--- src/pkg/lrc_pkg.sv ---
// Constants for the light result and configuration register bank.
// Assumes a single 250 MHz clock shared by the byte front end and the bank.
package lrc_pkg;

  localparam int          LRC_CLK_MHZ        = 250;
  localparam int          LRC_CONV_SHORT_MS  = 100;
  localparam int          LRC_CONV_LONG_MS   = 800;
  localparam int          LRC_CONV_SHORT_CYC = LRC_CONV_SHORT_MS * 1000 * LRC_CLK_MHZ;
  localparam int          LRC_CONV_LONG_CYC  = LRC_CONV_LONG_MS * 1000 * LRC_CLK_MHZ;

  localparam int          LRC_COUNT_W        = 23;
  localparam int          LRC_MANT_W         = 12;
  localparam int          LRC_EXP_W          = 4;

  localparam logic [7:0]  LRC_PTR_RESULT     = 8'h00;
  localparam logic [7:0]  LRC_PTR_CONFIG     = 8'h01;
  localparam logic [7:0]  LRC_PTR_RST        = 8'h00;
  localparam logic [7:0]  LRC_UNMAPPED_BYTE  = 8'h00;

  localparam logic [15:0] LRC_RESULT_RST     = 16'h0000;
  localparam logic [15:0] LRC_CONFIG_RST     = 16'hc810;
  localparam logic [15:0] LRC_CFG_WR_MASK    = 16'hfe1f;

  localparam int          LRC_EXP_LSB        = 12;
  localparam int          LRC_RN_LSB         = 12;
  localparam int          LRC_CT_BIT         = 11;
  localparam int          LRC_MODE_LSB       = 9;
  localparam int          LRC_OVF_BIT        = 8;
  localparam int          LRC_CRF_BIT        = 7;
  localparam int          LRC_ME_BIT         = 2;

  localparam logic [3:0]  LRC_RN_AUTO        = 4'hc;
  localparam logic [3:0]  LRC_EXP_MAX        = 4'hb;
  localparam logic [1:0]  LRC_MODE_OFF       = 2'h0;
  localparam logic [1:0]  LRC_MODE_SINGLE    = 2'h1;
  localparam logic [11:0] LRC_MANT_FULL      = 12'hfff;

  typedef enum logic [1:0] {
    LRC_BYTE_PTR,
    LRC_BYTE_MSB,
    LRC_BYTE_LSB,
    LRC_BYTE_DONE
  } lrc_wr_phase_t;

  typedef enum logic {
    LRC_ST_IDLE,
    LRC_ST_RUN
  } lrc_state_t;

endpackage

--- src/rtl/lrc_conv_timer.sv ---
// Conversion interval timer for the light register bank.
// Assumes start and abort come from logic on the same clock.
module lrc_conv_timer
  import lrc_pkg::*;
#(
  parameter int SHORT_CYC = LRC_CONV_SHORT_CYC,
  parameter int LONG_CYC  = LRC_CONV_LONG_CYC
)
(
  input  wire logic clock_i,
  input  wire logic resetn_i,
  input  wire logic start_i,
  input  wire logic abort_i,
  input  wire logic long_i,
  output logic      busy_o,
  output logic      done_o
);

  initial
  begin
    if (SHORT_CYC < 1 || LONG_CYC < 1)
      $error("lrc_conv_timer: cycle counts must be at least one");
  end

  logic [31:0] count_r;
  logic [31:0] limit_r;
  logic        busy_r;
  logic        done_r;
  wire  logic  at_end = busy_r && (count_r == limit_r - 32'h1);

  // Start restarts even while running; abort alone cancels
  always_ff @(posedge clock_i or negedge resetn_i)
  begin
    if (!resetn_i)
    begin
      count_r <= 32'h0;
      limit_r <= 32'h1;
      busy_r  <= 1'b0;
      done_r  <= 1'b0;
    end
    else
    begin
      done_r <= 1'b0;
      if (start_i)
      begin
        count_r <= 32'h0;
        limit_r <= long_i ? 32'(LONG_CYC) : 32'(SHORT_CYC);
        busy_r  <= 1'b1;
      end
      else if (abort_i)
        busy_r <= 1'b0;
      else if (at_end)
      begin
        busy_r <= 1'b0;
        done_r <= 1'b1;
      end
      else if (busy_r)
        count_r <= count_r + 32'h1;
    end
  end

  assign busy_o = busy_r;
  assign done_o = done_r;

endmodule

--- src/rtl/lrc_light_regs.sv ---
// Result and configuration registers of a light-to-digital converter.
// Assumes a byte-level serial target front end and a light counter on this clock.
//
// Functional notes
// - Result register: exponent in upper four bits, mantissa in lower twelve.
// - Result always holds outcome of latest completed conversion.
// - Mantissa is unsigned straight binary, zero to active full-scale.
// - Result reads all zeros after reset.
// - Lux equals 0.01 times two to exponent times mantissa.
// - Exponent suppress with manual range forces reported exponent to zero.
// - Configuration write cancels a running conversion immediately.
// - After configuration write, new settings calling for conversion start one.
// - Configuration register resets to c810.
// - Bits 15:9 and 4:0 read/write; bits 8:5 read-only status.
// - Range field 15:12 selects full-scale with exponent code table.
// - Range code 1100 selects automatic ranging; chosen range shown in exponent.
// - Power-up range field holds 1100, automatic ranging.
// - Registers cross the bus as two bytes, most significant first.
// - Conversion-time bit: zero gives 100 ms, one gives 800 ms.
// - Mode 00 shutdown, 01 single, else continuous; single clears to 00.
module lrc_light_regs
  import lrc_pkg::*;
#(
  parameter int COUNT_W   = LRC_COUNT_W,
  parameter int SHORT_CYC = LRC_CONV_SHORT_CYC,
  parameter int LONG_CYC  = LRC_CONV_LONG_CYC
)
(
  input  wire logic               clock_i,
  input  wire logic               resetn_i,
  input  wire logic               bus_start_i,
  input  wire logic               bus_wr_valid_i,
  input  wire logic [7:0]         bus_wr_data_i,
  input  wire logic               bus_rd_req_i,
  output logic [7:0]              bus_rd_data_o,
  output logic                    bus_rd_valid_o,
  input  wire logic [COUNT_W-1:0] light_count_i,
  output logic                    conv_active_o,
  output logic [3:0]              conv_range_o
);

  initial
  begin
    if (COUNT_W < LRC_COUNT_W)
      $error("lrc_light_regs: COUNT_W too small for the widest range");
  end

  // Light count scaled to a range; saturates at full scale
  function automatic logic [11:0] scale_count(input logic [COUNT_W-1:0] cnt,
                                              input logic [3:0]         exp);
    logic [COUNT_W-1:0] sh;
    sh = cnt >> exp;
    if (sh > COUNT_W'(LRC_MANT_FULL))
      scale_count = LRC_MANT_FULL;
    else
      scale_count = sh[11:0];
  endfunction

  // True when the count exceeds the full scale of a range
  function automatic logic over_range(input logic [COUNT_W-1:0] cnt,
                                      input logic [3:0]         exp);
    logic [COUNT_W-1:0] sh;
    sh = cnt >> exp;
    over_range = (sh > COUNT_W'(LRC_MANT_FULL));
  endfunction

  // Smallest range holding the count, else the widest
  function automatic logic [3:0] pick_range(input logic [COUNT_W-1:0] cnt);
    logic [3:0] e;
    e = LRC_EXP_MAX;
    for (int i = int'(LRC_EXP_MAX); i >= 0; i--)
    begin
      if (!over_range(cnt, 4'(i)))
        e = 4'(i);
    end
    pick_range = e;
  endfunction

  logic [15:0]   result_r;
  logic [15:0]   cfg_r;
  logic          ovf_r;
  logic          crf_r;
  logic [7:0]    ptr_r;
  lrc_wr_phase_t wr_phase_r;
  logic [7:0]    wr_msb_r;
  logic          rd_lsb_r;
  logic [7:0]    rd_hold_r;
  logic [7:0]    rd_data_r;
  logic          rd_valid_r;
  lrc_state_t    state_r;
  lrc_state_t    state_nxt;
  logic [15:0]   cfg_nxt;
  logic          ovf_nxt;
  logic          crf_nxt;
  logic [7:0]    ptr_nxt;
  lrc_wr_phase_t wr_phase_nxt;
  logic [7:0]    wr_msb_nxt;
  logic          rd_lsb_nxt;
  logic [7:0]    rd_hold_nxt;
  logic [7:0]    rd_data_nxt;

  // Configuration field decode
  wire logic [3:0] rn_w       = cfg_r[LRC_RN_LSB +: LRC_EXP_W];
  wire logic [1:0] mode_w     = cfg_r[LRC_MODE_LSB +: 2];
  wire logic       long_w     = cfg_r[LRC_CT_BIT];
  wire logic       me_w       = cfg_r[LRC_ME_BIT];
  wire logic       auto_w     = (rn_w == LRC_RN_AUTO);

  // Configuration read value: status bits from their own flops
  wire logic [15:0] cfg_rd_w  = (cfg_r & LRC_CFG_WR_MASK)
                              | (16'(ovf_r) << LRC_OVF_BIT)
                              | (16'(crf_r) << LRC_CRF_BIT);

  // Byte write decode
  wire logic        ptr_byte_w  = bus_wr_valid_i && (wr_phase_r == LRC_BYTE_PTR);
  wire logic        msb_byte_w  = bus_wr_valid_i && (wr_phase_r == LRC_BYTE_MSB);
  wire logic        lsb_byte_w  = bus_wr_valid_i && (wr_phase_r == LRC_BYTE_LSB);
  wire logic        cfg_write_w = lsb_byte_w && (ptr_r == LRC_PTR_CONFIG);
  wire logic [15:0] wr_word_w   = {wr_msb_r, bus_wr_data_i};

  // New configuration, read-only status bits kept out
  wire logic [15:0] cfg_new_w   = wr_word_w & LRC_CFG_WR_MASK;
  wire logic [1:0]  new_mode_w  = cfg_new_w[LRC_MODE_LSB +: 2];
  wire logic        new_long_w  = cfg_new_w[LRC_CT_BIT];

  // Conversion control
  wire logic        timer_busy_w;
  wire logic        timer_done_w;
  wire logic        abort_w     = cfg_write_w;
  wire logic        restart_w   = (cfg_write_w && (new_mode_w != LRC_MODE_OFF))
                                || (timer_done_w && !cfg_write_w
                                    && (mode_w != LRC_MODE_OFF)
                                    && (mode_w != LRC_MODE_SINGLE));
  wire logic        start_long_w = cfg_write_w ? new_long_w : long_w;

  // Result formation at conversion end
  wire logic [3:0]  auto_exp_w  = pick_range(light_count_i);
  wire logic [3:0]  conv_exp_w  = auto_w ? auto_exp_w : rn_w;
  wire logic [11:0] conv_mant_w = scale_count(light_count_i, conv_exp_w);
  wire logic        conv_ovf_w  = over_range(light_count_i, conv_exp_w);
  wire logic        suppress_w  = me_w && (rn_w < LRC_RN_AUTO);
  wire logic [3:0]  rep_exp_w   = suppress_w ? 4'h0 : conv_exp_w;
  wire logic [15:0] result_nxt  = {rep_exp_w, conv_mant_w};

  // Read byte selection
  wire logic [15:0] rd_word_w   = (ptr_r == LRC_PTR_RESULT) ? result_r
                                : (ptr_r == LRC_PTR_CONFIG) ? cfg_rd_w
                                : {LRC_UNMAPPED_BYTE, LRC_UNMAPPED_BYTE};
  wire logic        cfg_lsb_rd_w = bus_rd_req_i && rd_lsb_r && (ptr_r == LRC_PTR_CONFIG);

  lrc_conv_timer #(
    .SHORT_CYC (SHORT_CYC),
    .LONG_CYC  (LONG_CYC)
  ) u_timer (
    .clock_i  (clock_i),
    .resetn_i (resetn_i),
    .start_i  (restart_w),
    .abort_i  (abort_w),
    .long_i   (start_long_w),
    .busy_o   (timer_busy_w),
    .done_o   (timer_done_w)
  );

  always_comb
  begin
    state_nxt = state_r;
    case (state_r)
      LRC_ST_IDLE:
        if (restart_w)
          state_nxt = LRC_ST_RUN;
      LRC_ST_RUN:
        if ((abort_w || timer_done_w) && !restart_w)
          state_nxt = LRC_ST_IDLE;
      default:
        state_nxt = LRC_ST_IDLE;
    endcase
  end

  // Pointer and write phase next values
  always_comb
  begin
    ptr_nxt      = ptr_r;
    wr_phase_nxt = wr_phase_r;
    wr_msb_nxt   = wr_msb_r;
    if (bus_start_i)
      wr_phase_nxt = LRC_BYTE_PTR;
    else if (ptr_byte_w)
    begin
      ptr_nxt      = bus_wr_data_i;
      wr_phase_nxt = LRC_BYTE_MSB;
    end
    else if (msb_byte_w)
    begin
      wr_msb_nxt   = bus_wr_data_i;
      wr_phase_nxt = LRC_BYTE_LSB;
    end
    else if (lsb_byte_w)
      wr_phase_nxt = LRC_BYTE_DONE;
  end

  // Pointer and write phase
  always_ff @(posedge clock_i or negedge resetn_i)
  begin
    if (!resetn_i)
    begin
      ptr_r      <= LRC_PTR_RST;
      wr_phase_r <= LRC_BYTE_PTR;
      wr_msb_r   <= 8'h00;
    end
    else
    begin
      ptr_r      <= ptr_nxt;
      wr_phase_r <= wr_phase_nxt;
      wr_msb_r   <= wr_msb_nxt;
    end
  end

  // Configuration next value; write beats single-shot clear
  always_comb
  begin
    cfg_nxt = cfg_r;
    if (cfg_write_w)
      cfg_nxt = cfg_new_w;
    else if (timer_done_w && (mode_w == LRC_MODE_SINGLE))
      cfg_nxt[LRC_MODE_LSB +: 2] = LRC_MODE_OFF;
  end

  // Configuration register
  always_ff @(posedge clock_i or negedge resetn_i)
  begin
    if (!resetn_i)
      cfg_r <= LRC_CONFIG_RST & LRC_CFG_WR_MASK;
    else
      cfg_r <= cfg_nxt;
  end

  // Status flag next values; a completion beats the read clear
  always_comb
  begin
    ovf_nxt = ovf_r;
    crf_nxt = crf_r;
    if (timer_done_w)
    begin
      ovf_nxt = conv_ovf_w;
      crf_nxt = 1'b1;
    end
    else if (cfg_lsb_rd_w)
      crf_nxt = 1'b0;
  end

  // Result and status flags
  always_ff @(posedge clock_i or negedge resetn_i)
  begin
    if (!resetn_i)
    begin
      result_r <= LRC_RESULT_RST;
      ovf_r    <= LRC_CONFIG_RST[LRC_OVF_BIT];
      crf_r    <= LRC_CONFIG_RST[LRC_CRF_BIT];
    end
    else
    begin
      if (timer_done_w)
        result_r <= result_nxt;
      ovf_r <= ovf_nxt;
      crf_r <= crf_nxt;
    end
  end

  // Read byte next values: word captured with the first byte
  always_comb
  begin
    rd_lsb_nxt  = rd_lsb_r;
    rd_hold_nxt = rd_hold_r;
    rd_data_nxt = rd_data_r;
    if (bus_start_i)
      rd_lsb_nxt = 1'b0;
    else if (bus_rd_req_i)
    begin
      rd_lsb_nxt  = !rd_lsb_r;
      rd_data_nxt = rd_lsb_r ? rd_hold_r : rd_word_w[15:8];
      if (!rd_lsb_r)
        rd_hold_nxt = rd_word_w[7:0];
    end
  end

  // Read bytes: most significant first, word held across the pair
  always_ff @(posedge clock_i or negedge resetn_i)
  begin
    if (!resetn_i)
    begin
      rd_lsb_r   <= 1'b0;
      rd_hold_r  <= 8'h00;
      rd_data_r  <= 8'h00;
      rd_valid_r <= 1'b0;
    end
    else
    begin
      rd_lsb_r   <= rd_lsb_nxt;
      rd_hold_r  <= rd_hold_nxt;
      rd_data_r  <= rd_data_nxt;
      rd_valid_r <= bus_rd_req_i;
    end
  end

  always_ff @(posedge clock_i or negedge resetn_i)
  begin
    if (!resetn_i)
      state_r <= LRC_ST_IDLE;
    else
      state_r <= state_nxt;
  end

  assign bus_rd_data_o  = rd_data_r;
  assign bus_rd_valid_o = rd_valid_r;
  assign conv_active_o  = (state_r == LRC_ST_RUN) && timer_busy_w;
  assign conv_range_o   = conv_exp_w;

endmodule

--- config.mk ---
export PLATFORM = sky130hd
export DESIGN_NAME = lrc_light_regs
export DESIGN_NICKNAME = d
export VERILOG_FILES = /design/src/pkg/lrc_pkg.sv /design/src/rtl/lrc_conv_timer.sv /design/src/rtl/lrc_light_regs.sv
export SDC_FILE = /design/constraint.sdc
export NUM_CORES = 1
export LEC_CHECK = 0
export ABC_AREA = 1
export BUFFER_PORTS_ARGS = -buffer_cell sky130_fd_sc_hd__buf_2
export CORE_UTILIZATION = 45
export CTS_CLUSTER_DIAMETER = 120
export DETAILED_ROUTE_END_ITERATION = 10
export GPL_TIMING_DRIVEN = 0
export PLACE_DENSITY = 0.71
export SYNTH_ARGS = -nofsm -noshare
export SYNTH_HDL_FRONTEND = slang
export SYNTH_SLANG_ARGS = --single-unit
--- constraint.sdc ---
create_clock -name clock_i -period 4.28 [get_ports clock_i]
set_clock_uncertainty 0.05 [all_clocks]
set_input_delay 1.284 -clock clock_i [delete_from_list [all_inputs] [get_ports clock_i]]
set_output_delay 1.284 -clock clock_i [all_outputs]
set_load 0.1 [all_outputs]
# == Yosys cells after proc, flatten, opt, wreduce, memory -nomap -nowiden ==
# Index checks and enable logic that the tools add are counted.
# op_classes
add_sub_neg,2
n_mul,0
div_mod_pow,0
n_lt_le_gt_ge,13
eq_ne,9
shifts,1
mux,42
n_bitwise,6
n_reduce_logical,35
# ops
operator,n
$mux 32,4
$gt 23x12->1 const B,2
$mux 4,10
$add 32x1->32 const B,1
$eq 32x32->1,1
$mux 16,2
$sub 32x1->32 const B,1
$mux 28,1
$shr 23x4->23,1
$gt 22x12->1 const B,1
$gt 21x12->1 const B,1
$gt 20x12->1 const B,1
$gt 19x12->1 const B,1
$gt 18x12->1 const B,1
$gt 17x12->1 const B,1
$gt 16x12->1 const B,1
$mux 2,8
$or 16x8->16,1
$or 16x9->16,1
$gt 15x12->1 const B,1
$logic_and 1x1->1,15
$gt 14x12->1 const B,1
$mux 1,14
$gt 13x12->1 const B,1
other kinds (20),36
# totals
register_bits,133
latch_bits,0
ramBits,0
romBits,0
inputBits,36
output_inout_bits,14
wordCells,125
mem_count,0

# == Longest topological paths before layout ==
# logic_depth
ltp_word,16
mapped_depth,23

# == Cells and area by module ==
# A second synthesis with hierarchy kept.
# unflattened
hier_cells,1020
area_unflattened_um2,6870.3
# modules_own_cells
mod,n_inst,cells_each,area_each_um2
lrc_light_regs,1,546,3957.5
lrc_conv_timer,1,474,2912.8

# == Worst setup path before layout ==
# OpenSTA, ideal clock, no wires.
# synth_path
path_kind,input port to output port
startpoint,input port light_count_i[19]
endpoint,output port conv_range_o[0]
arrival_time_ns,2.841
required_ns,2.946
path_slack_ns,0.105
path_stages,13
path_buffers,2
cell_sequence,nor2_1 nand2_2 nor2_4 nand2_2 nor2_4 inv_2 nand2_1 nand2_1 nand2_2 nand2_4 nand2_4 buf_6 buf_2
# synth_via
elab_chain_len,13
word_cells_on_any_way,23
# synth_lines
item,line_no,source
start: declaration,lrc_light_regs.sv:37,"input wire logic [COUNT_W-1:0] light_count_i,"
$gt 13x12->1,lrc_light_regs.sv:64,over_range = (sh > COUNT_W'(LRC_MANT_FULL));
$mux 1,lrc_light_regs.sv:73,"if (!over_range(cnt, 4'(i)))"
$mux 2 (2 in a row),lrc_light_regs.sv:73,
$mux 4 (7 in a row),lrc_light_regs.sv:73,
$mux 4 (*),lrc_light_regs.sv:73,
$mux 4 (*),lrc_light_regs.sv:138,wire logic [3:0] conv_exp_w = auto_w ? auto_exp_w : rn_w;
end: declaration,lrc_light_regs.sv:39,output logic [3:0] conv_range_o
# Mark *: on every way between the ends. The rest lies on a longest branch, timed or not.

# == Worst setup path in the final report ==
# layout_path
startpoint,input port light_count_i[22]
endpoint,output port conv_range_o[0]
# Same word-level chain as after synthesis.

==> results.py <==
metrics = {
    "placement": {
        "port_buffers": 49,
        "gp_congestion": 0.964,
        "pre_cts_ws_ns": -0.370,
        "dp_hpwl_um": 14000,
    },
    "setup_path": {
        "startpoint_type": "input port",
        "path_class": "in2out",
        "worst_ep_required_time_ns": 2.95,
        "worstSetupStartpoint": "light_count_i[22]",
        "rr_startpoint": "ptr_r[5]",
        "cp_max_fo": 19,
        "arrival_ns": 2.83,
        "end_kind": "primary output",
    },
    "cells_and_area": {
        "area.growth.synth_to_final_pct": 13.4,
        "multi_input_area_mm2": 0.00348,
        "final_util": 0.521,
        "final_common_cell": "nand2_1",
        "layout.nets": 1047,
        "final_cell_mix": "272 x nand2_1, 111 x nand3_1, 99 x dfrtp_1, 92 x inv_1, 84 x nor2_1",
        "drive_gt1_frac": 0.127,
        "ff_latch_area_mm2": 0.00261,
        "n_antenna_cell": 0,
        "fill_cells": 1492,
    },
    "power": {
        "power_leakage_nw": 3.74,
        "p_int_mw": 1.93,
        "swShare": 0.393,
        "power.share.clock": 0.278,
        "p_per_area_mw_per_mm2": 423,
        "p_total_mw": 3.18,
        "switchingPower_mw": 1.25,
        "p_seq_frac": 0.405,
        "ir_worst_vdd_mv": 0.171,
        "comb_power_share": 0.317,
    },
    "logic_synthesis": {
        "ys_seq_area_frac": 0.392,
        "synth_fa_ha_area_frac": 0.00376,
        "yosysTopAreaCell": "dfrtp_1",
        "syn-num-nets": 989,
        "netlist_area_mm2": 0.00665,
        "synth-compound-area-share": 0.109,
        "synthTopCellsByArea": "dfrtp_1 37%, nand2_1 15%, nand3_1 8.4%",
        "synth.ff_latch_count": 104,
        "synth_top_area_share": 0.373,
        "synth_top_family_by_area": "simple AND/OR/NAND/NOR gates",
        "synth-simple-area-share": 0.365,
        "synth_cells": 951,
        "synthXorXnorAreaFrac": 0.0422,
        "avgSynthCellArea_um2": 6.99,
        "ys_warn_count": 0,
        "muxShareOfSynthArea": 0,
        "synthDistinctLibCells": 44,
    },
    "cts": {
        "clk_latency_ns": 0.35,
        "cts_setup_buffers": 0,
        "cts_resized": 11,
        "h-tree-depth": 3,
        "clkTransAtPathRegs_ns": 0.08,
        "cts_tree": "built",
        "clockBufferDepth": 2,
        "cts_num_sinks": 104,
        "ctsHoldBuffers": 0,
        "clockRootBuffer": "clkbuf_16",
        "cts-buffers-inserted": 9,
    },
    "min_path": {
        "min-delay-start": "wr_msb_r[4]",
        "hold_class": "reg2reg",
    },
    "sta": {
        "worst_slew_pin_slew_ns": 0.655,
        "slew_headroom": 0.563,
        "postLayoutSetupSlackWorst_ns": 0.117,
        "max_freq_ghz": 0.240,
        "tns_ns": 0,
        "finalHoldViolCount": 0,
        "setup_violations": 0,
        "rsz0062_at_grt": "false",
        "whs_ns": 0.439,
        "period_needed_ns": 4.16,
        "drv_slew": 0,
        "period_share": 0.973,
    },
    "die": {
        "initial_utilization": 0.459,
        "io_pins": 50,
        "die-width_um": 124,
        "core_area_mm2": 0.0145,
        "die_height_um": 124,
        "rows": 44,
        "die_area_mm2": 0.0153,
    },
    "run": {
        "drv_cap": 0,
    },
    "global_routing": {
        "grt_pass1_wl_um": 29500,
        "grt_usage": 0.251,
        "antenna_found_initial": 0,
        "overflow": 0,
        "grt_max_degree": 71,
        "grt_pass1_vias": 5805,
    },
    "drt": {
        "ant_nets": 0,
        "drc_errors": 0,
        "num_vias": 6408,
        "wirelength_um": 18300,
        "dr.pass1.iters": 5,
        "vias_per_cell": 5.35,
        "post_drt_wl_per_cell_um": 15.3,
        "drtIter0Drc": 431,
    },
    "run_status": {
        "status": "finished clean",
    },
}
[area by class of cell]
cell class	instances	share of cell area
clock buffer	9	0.0299
tap	184	0.0305
multi-input combinational	709	0.462
sequential	104	0.346
inverter	97	0.0486
clock inverter	7	0.0134
timing repair buffer	50	0.0415
buffer	38	0.0279
[power by group through the flow]
stage,registers (mW),logic [mW],clock network [mW]
floorplan,1.35,0.669,0
global placement,1.30,0.971,0
detailed placement,1.30,0.989,0
CTS,1.29,1.00,0.899
global route,1.31,1.14,0.935
finish,1.29,1.01,0.884
[final timing paths]
| path | endpoint | slack [ns] | cells after the start |
|---|---|---|---|
| worst max-delay path | conv_range_o[0] | 0.12 | 14 |
| worst min-delay path | wr_msb_r[4] | 0.44 | 2 |
| worst max register to register | u_timer.count_r[17] | 0.92 | 12 |
| worst min register to register | wr_msb_r[4] | 0.44 | 2 |
| max in group asynchronous | cfg_r[11] | 2.60 | 2 |
| min in group asynchronous | u_timer.count_r[27] | 0.85 | 1 |
[flip-flops by register name, indices dropped and copies added (netlist names), 2 cells and up]
register         count
result_r            16
rd_hold_r            8
u_timer.count_r     32
ptr_r                8
u_timer.limit_r      4
wr_phase_r           2
cfg_r               12
wr_msb_r             7
bus_rd_data_o        8
[synthesized netlist by cell type, drive strengths merged]
cell / instances
a21oi: 17
o21bai: 1
o2111ai: 2
a221oi: 8
o31ai: 8
nand2: 297
dfstp: 5
or2: 9
o21ai: 70
nand4: 7
buf: 18
nor3b: 1
o2111a: 1
o211ai: 6
nand3: 112
a22o: 1
nand3b: 1
and2: 1
clkinv: 2
clkbuf: 23
nor2: 89
ha: 2
inv: 95
a31oi: 1
nor4: 14
xnor2: 13
xor2: 19
nor3: 20
dfrtp: 99
o21a: 1
o22ai: 6
o221ai: 2
[worst max-delay path, stage by stage]
cell     delay (ns)
buf_2          0.13
nor2_2         0.14
nand2_2        0.12
nor2_4         0.12
nand2_2        0.08
nor2_4         0.12
inv_2          0.06
nand2_1        0.06
nand2_1        0.06
nand2_2        0.07
nand2_4        0.10
nand2_4        0.10
buf_6          0.18
buf_12         0.19
[logic make-up after synthesis]
| logic type | count (synthesis) |
|---|---|
| AO/OA/AOI/OAI | 124 |
| XOR/XNOR | 32 |
| adder cells (fa/ha/maj) | 2 |
| buffers and inverters | 138 |
| flip-flops | 104 |
| AND/OR/NAND/NOR | 551 |
[metal layers]
metal | routed length [µm] | share of wire | global-route usage
met5 | 0 | 0 | 0
met1 | 9190 | 0.50 | 0.377
met4 | 261 | 0.014 | 0.0625
met3 | 1190 | 0.065 | 0.0411
met2 | 7630 | 0.42 | 0.374
[per-stage QoR]
step | instance area (µm²) | cells
after floorplan | 6650 | 951
after global routing | 7540 | 1198
final | 7540 | 1198
after CTS | 7510 | 1199
after detailed placement | 7150 | 1185
after global placement | 7120 | 1184
No activity file was read; power rests on OpenSTA's default activity.
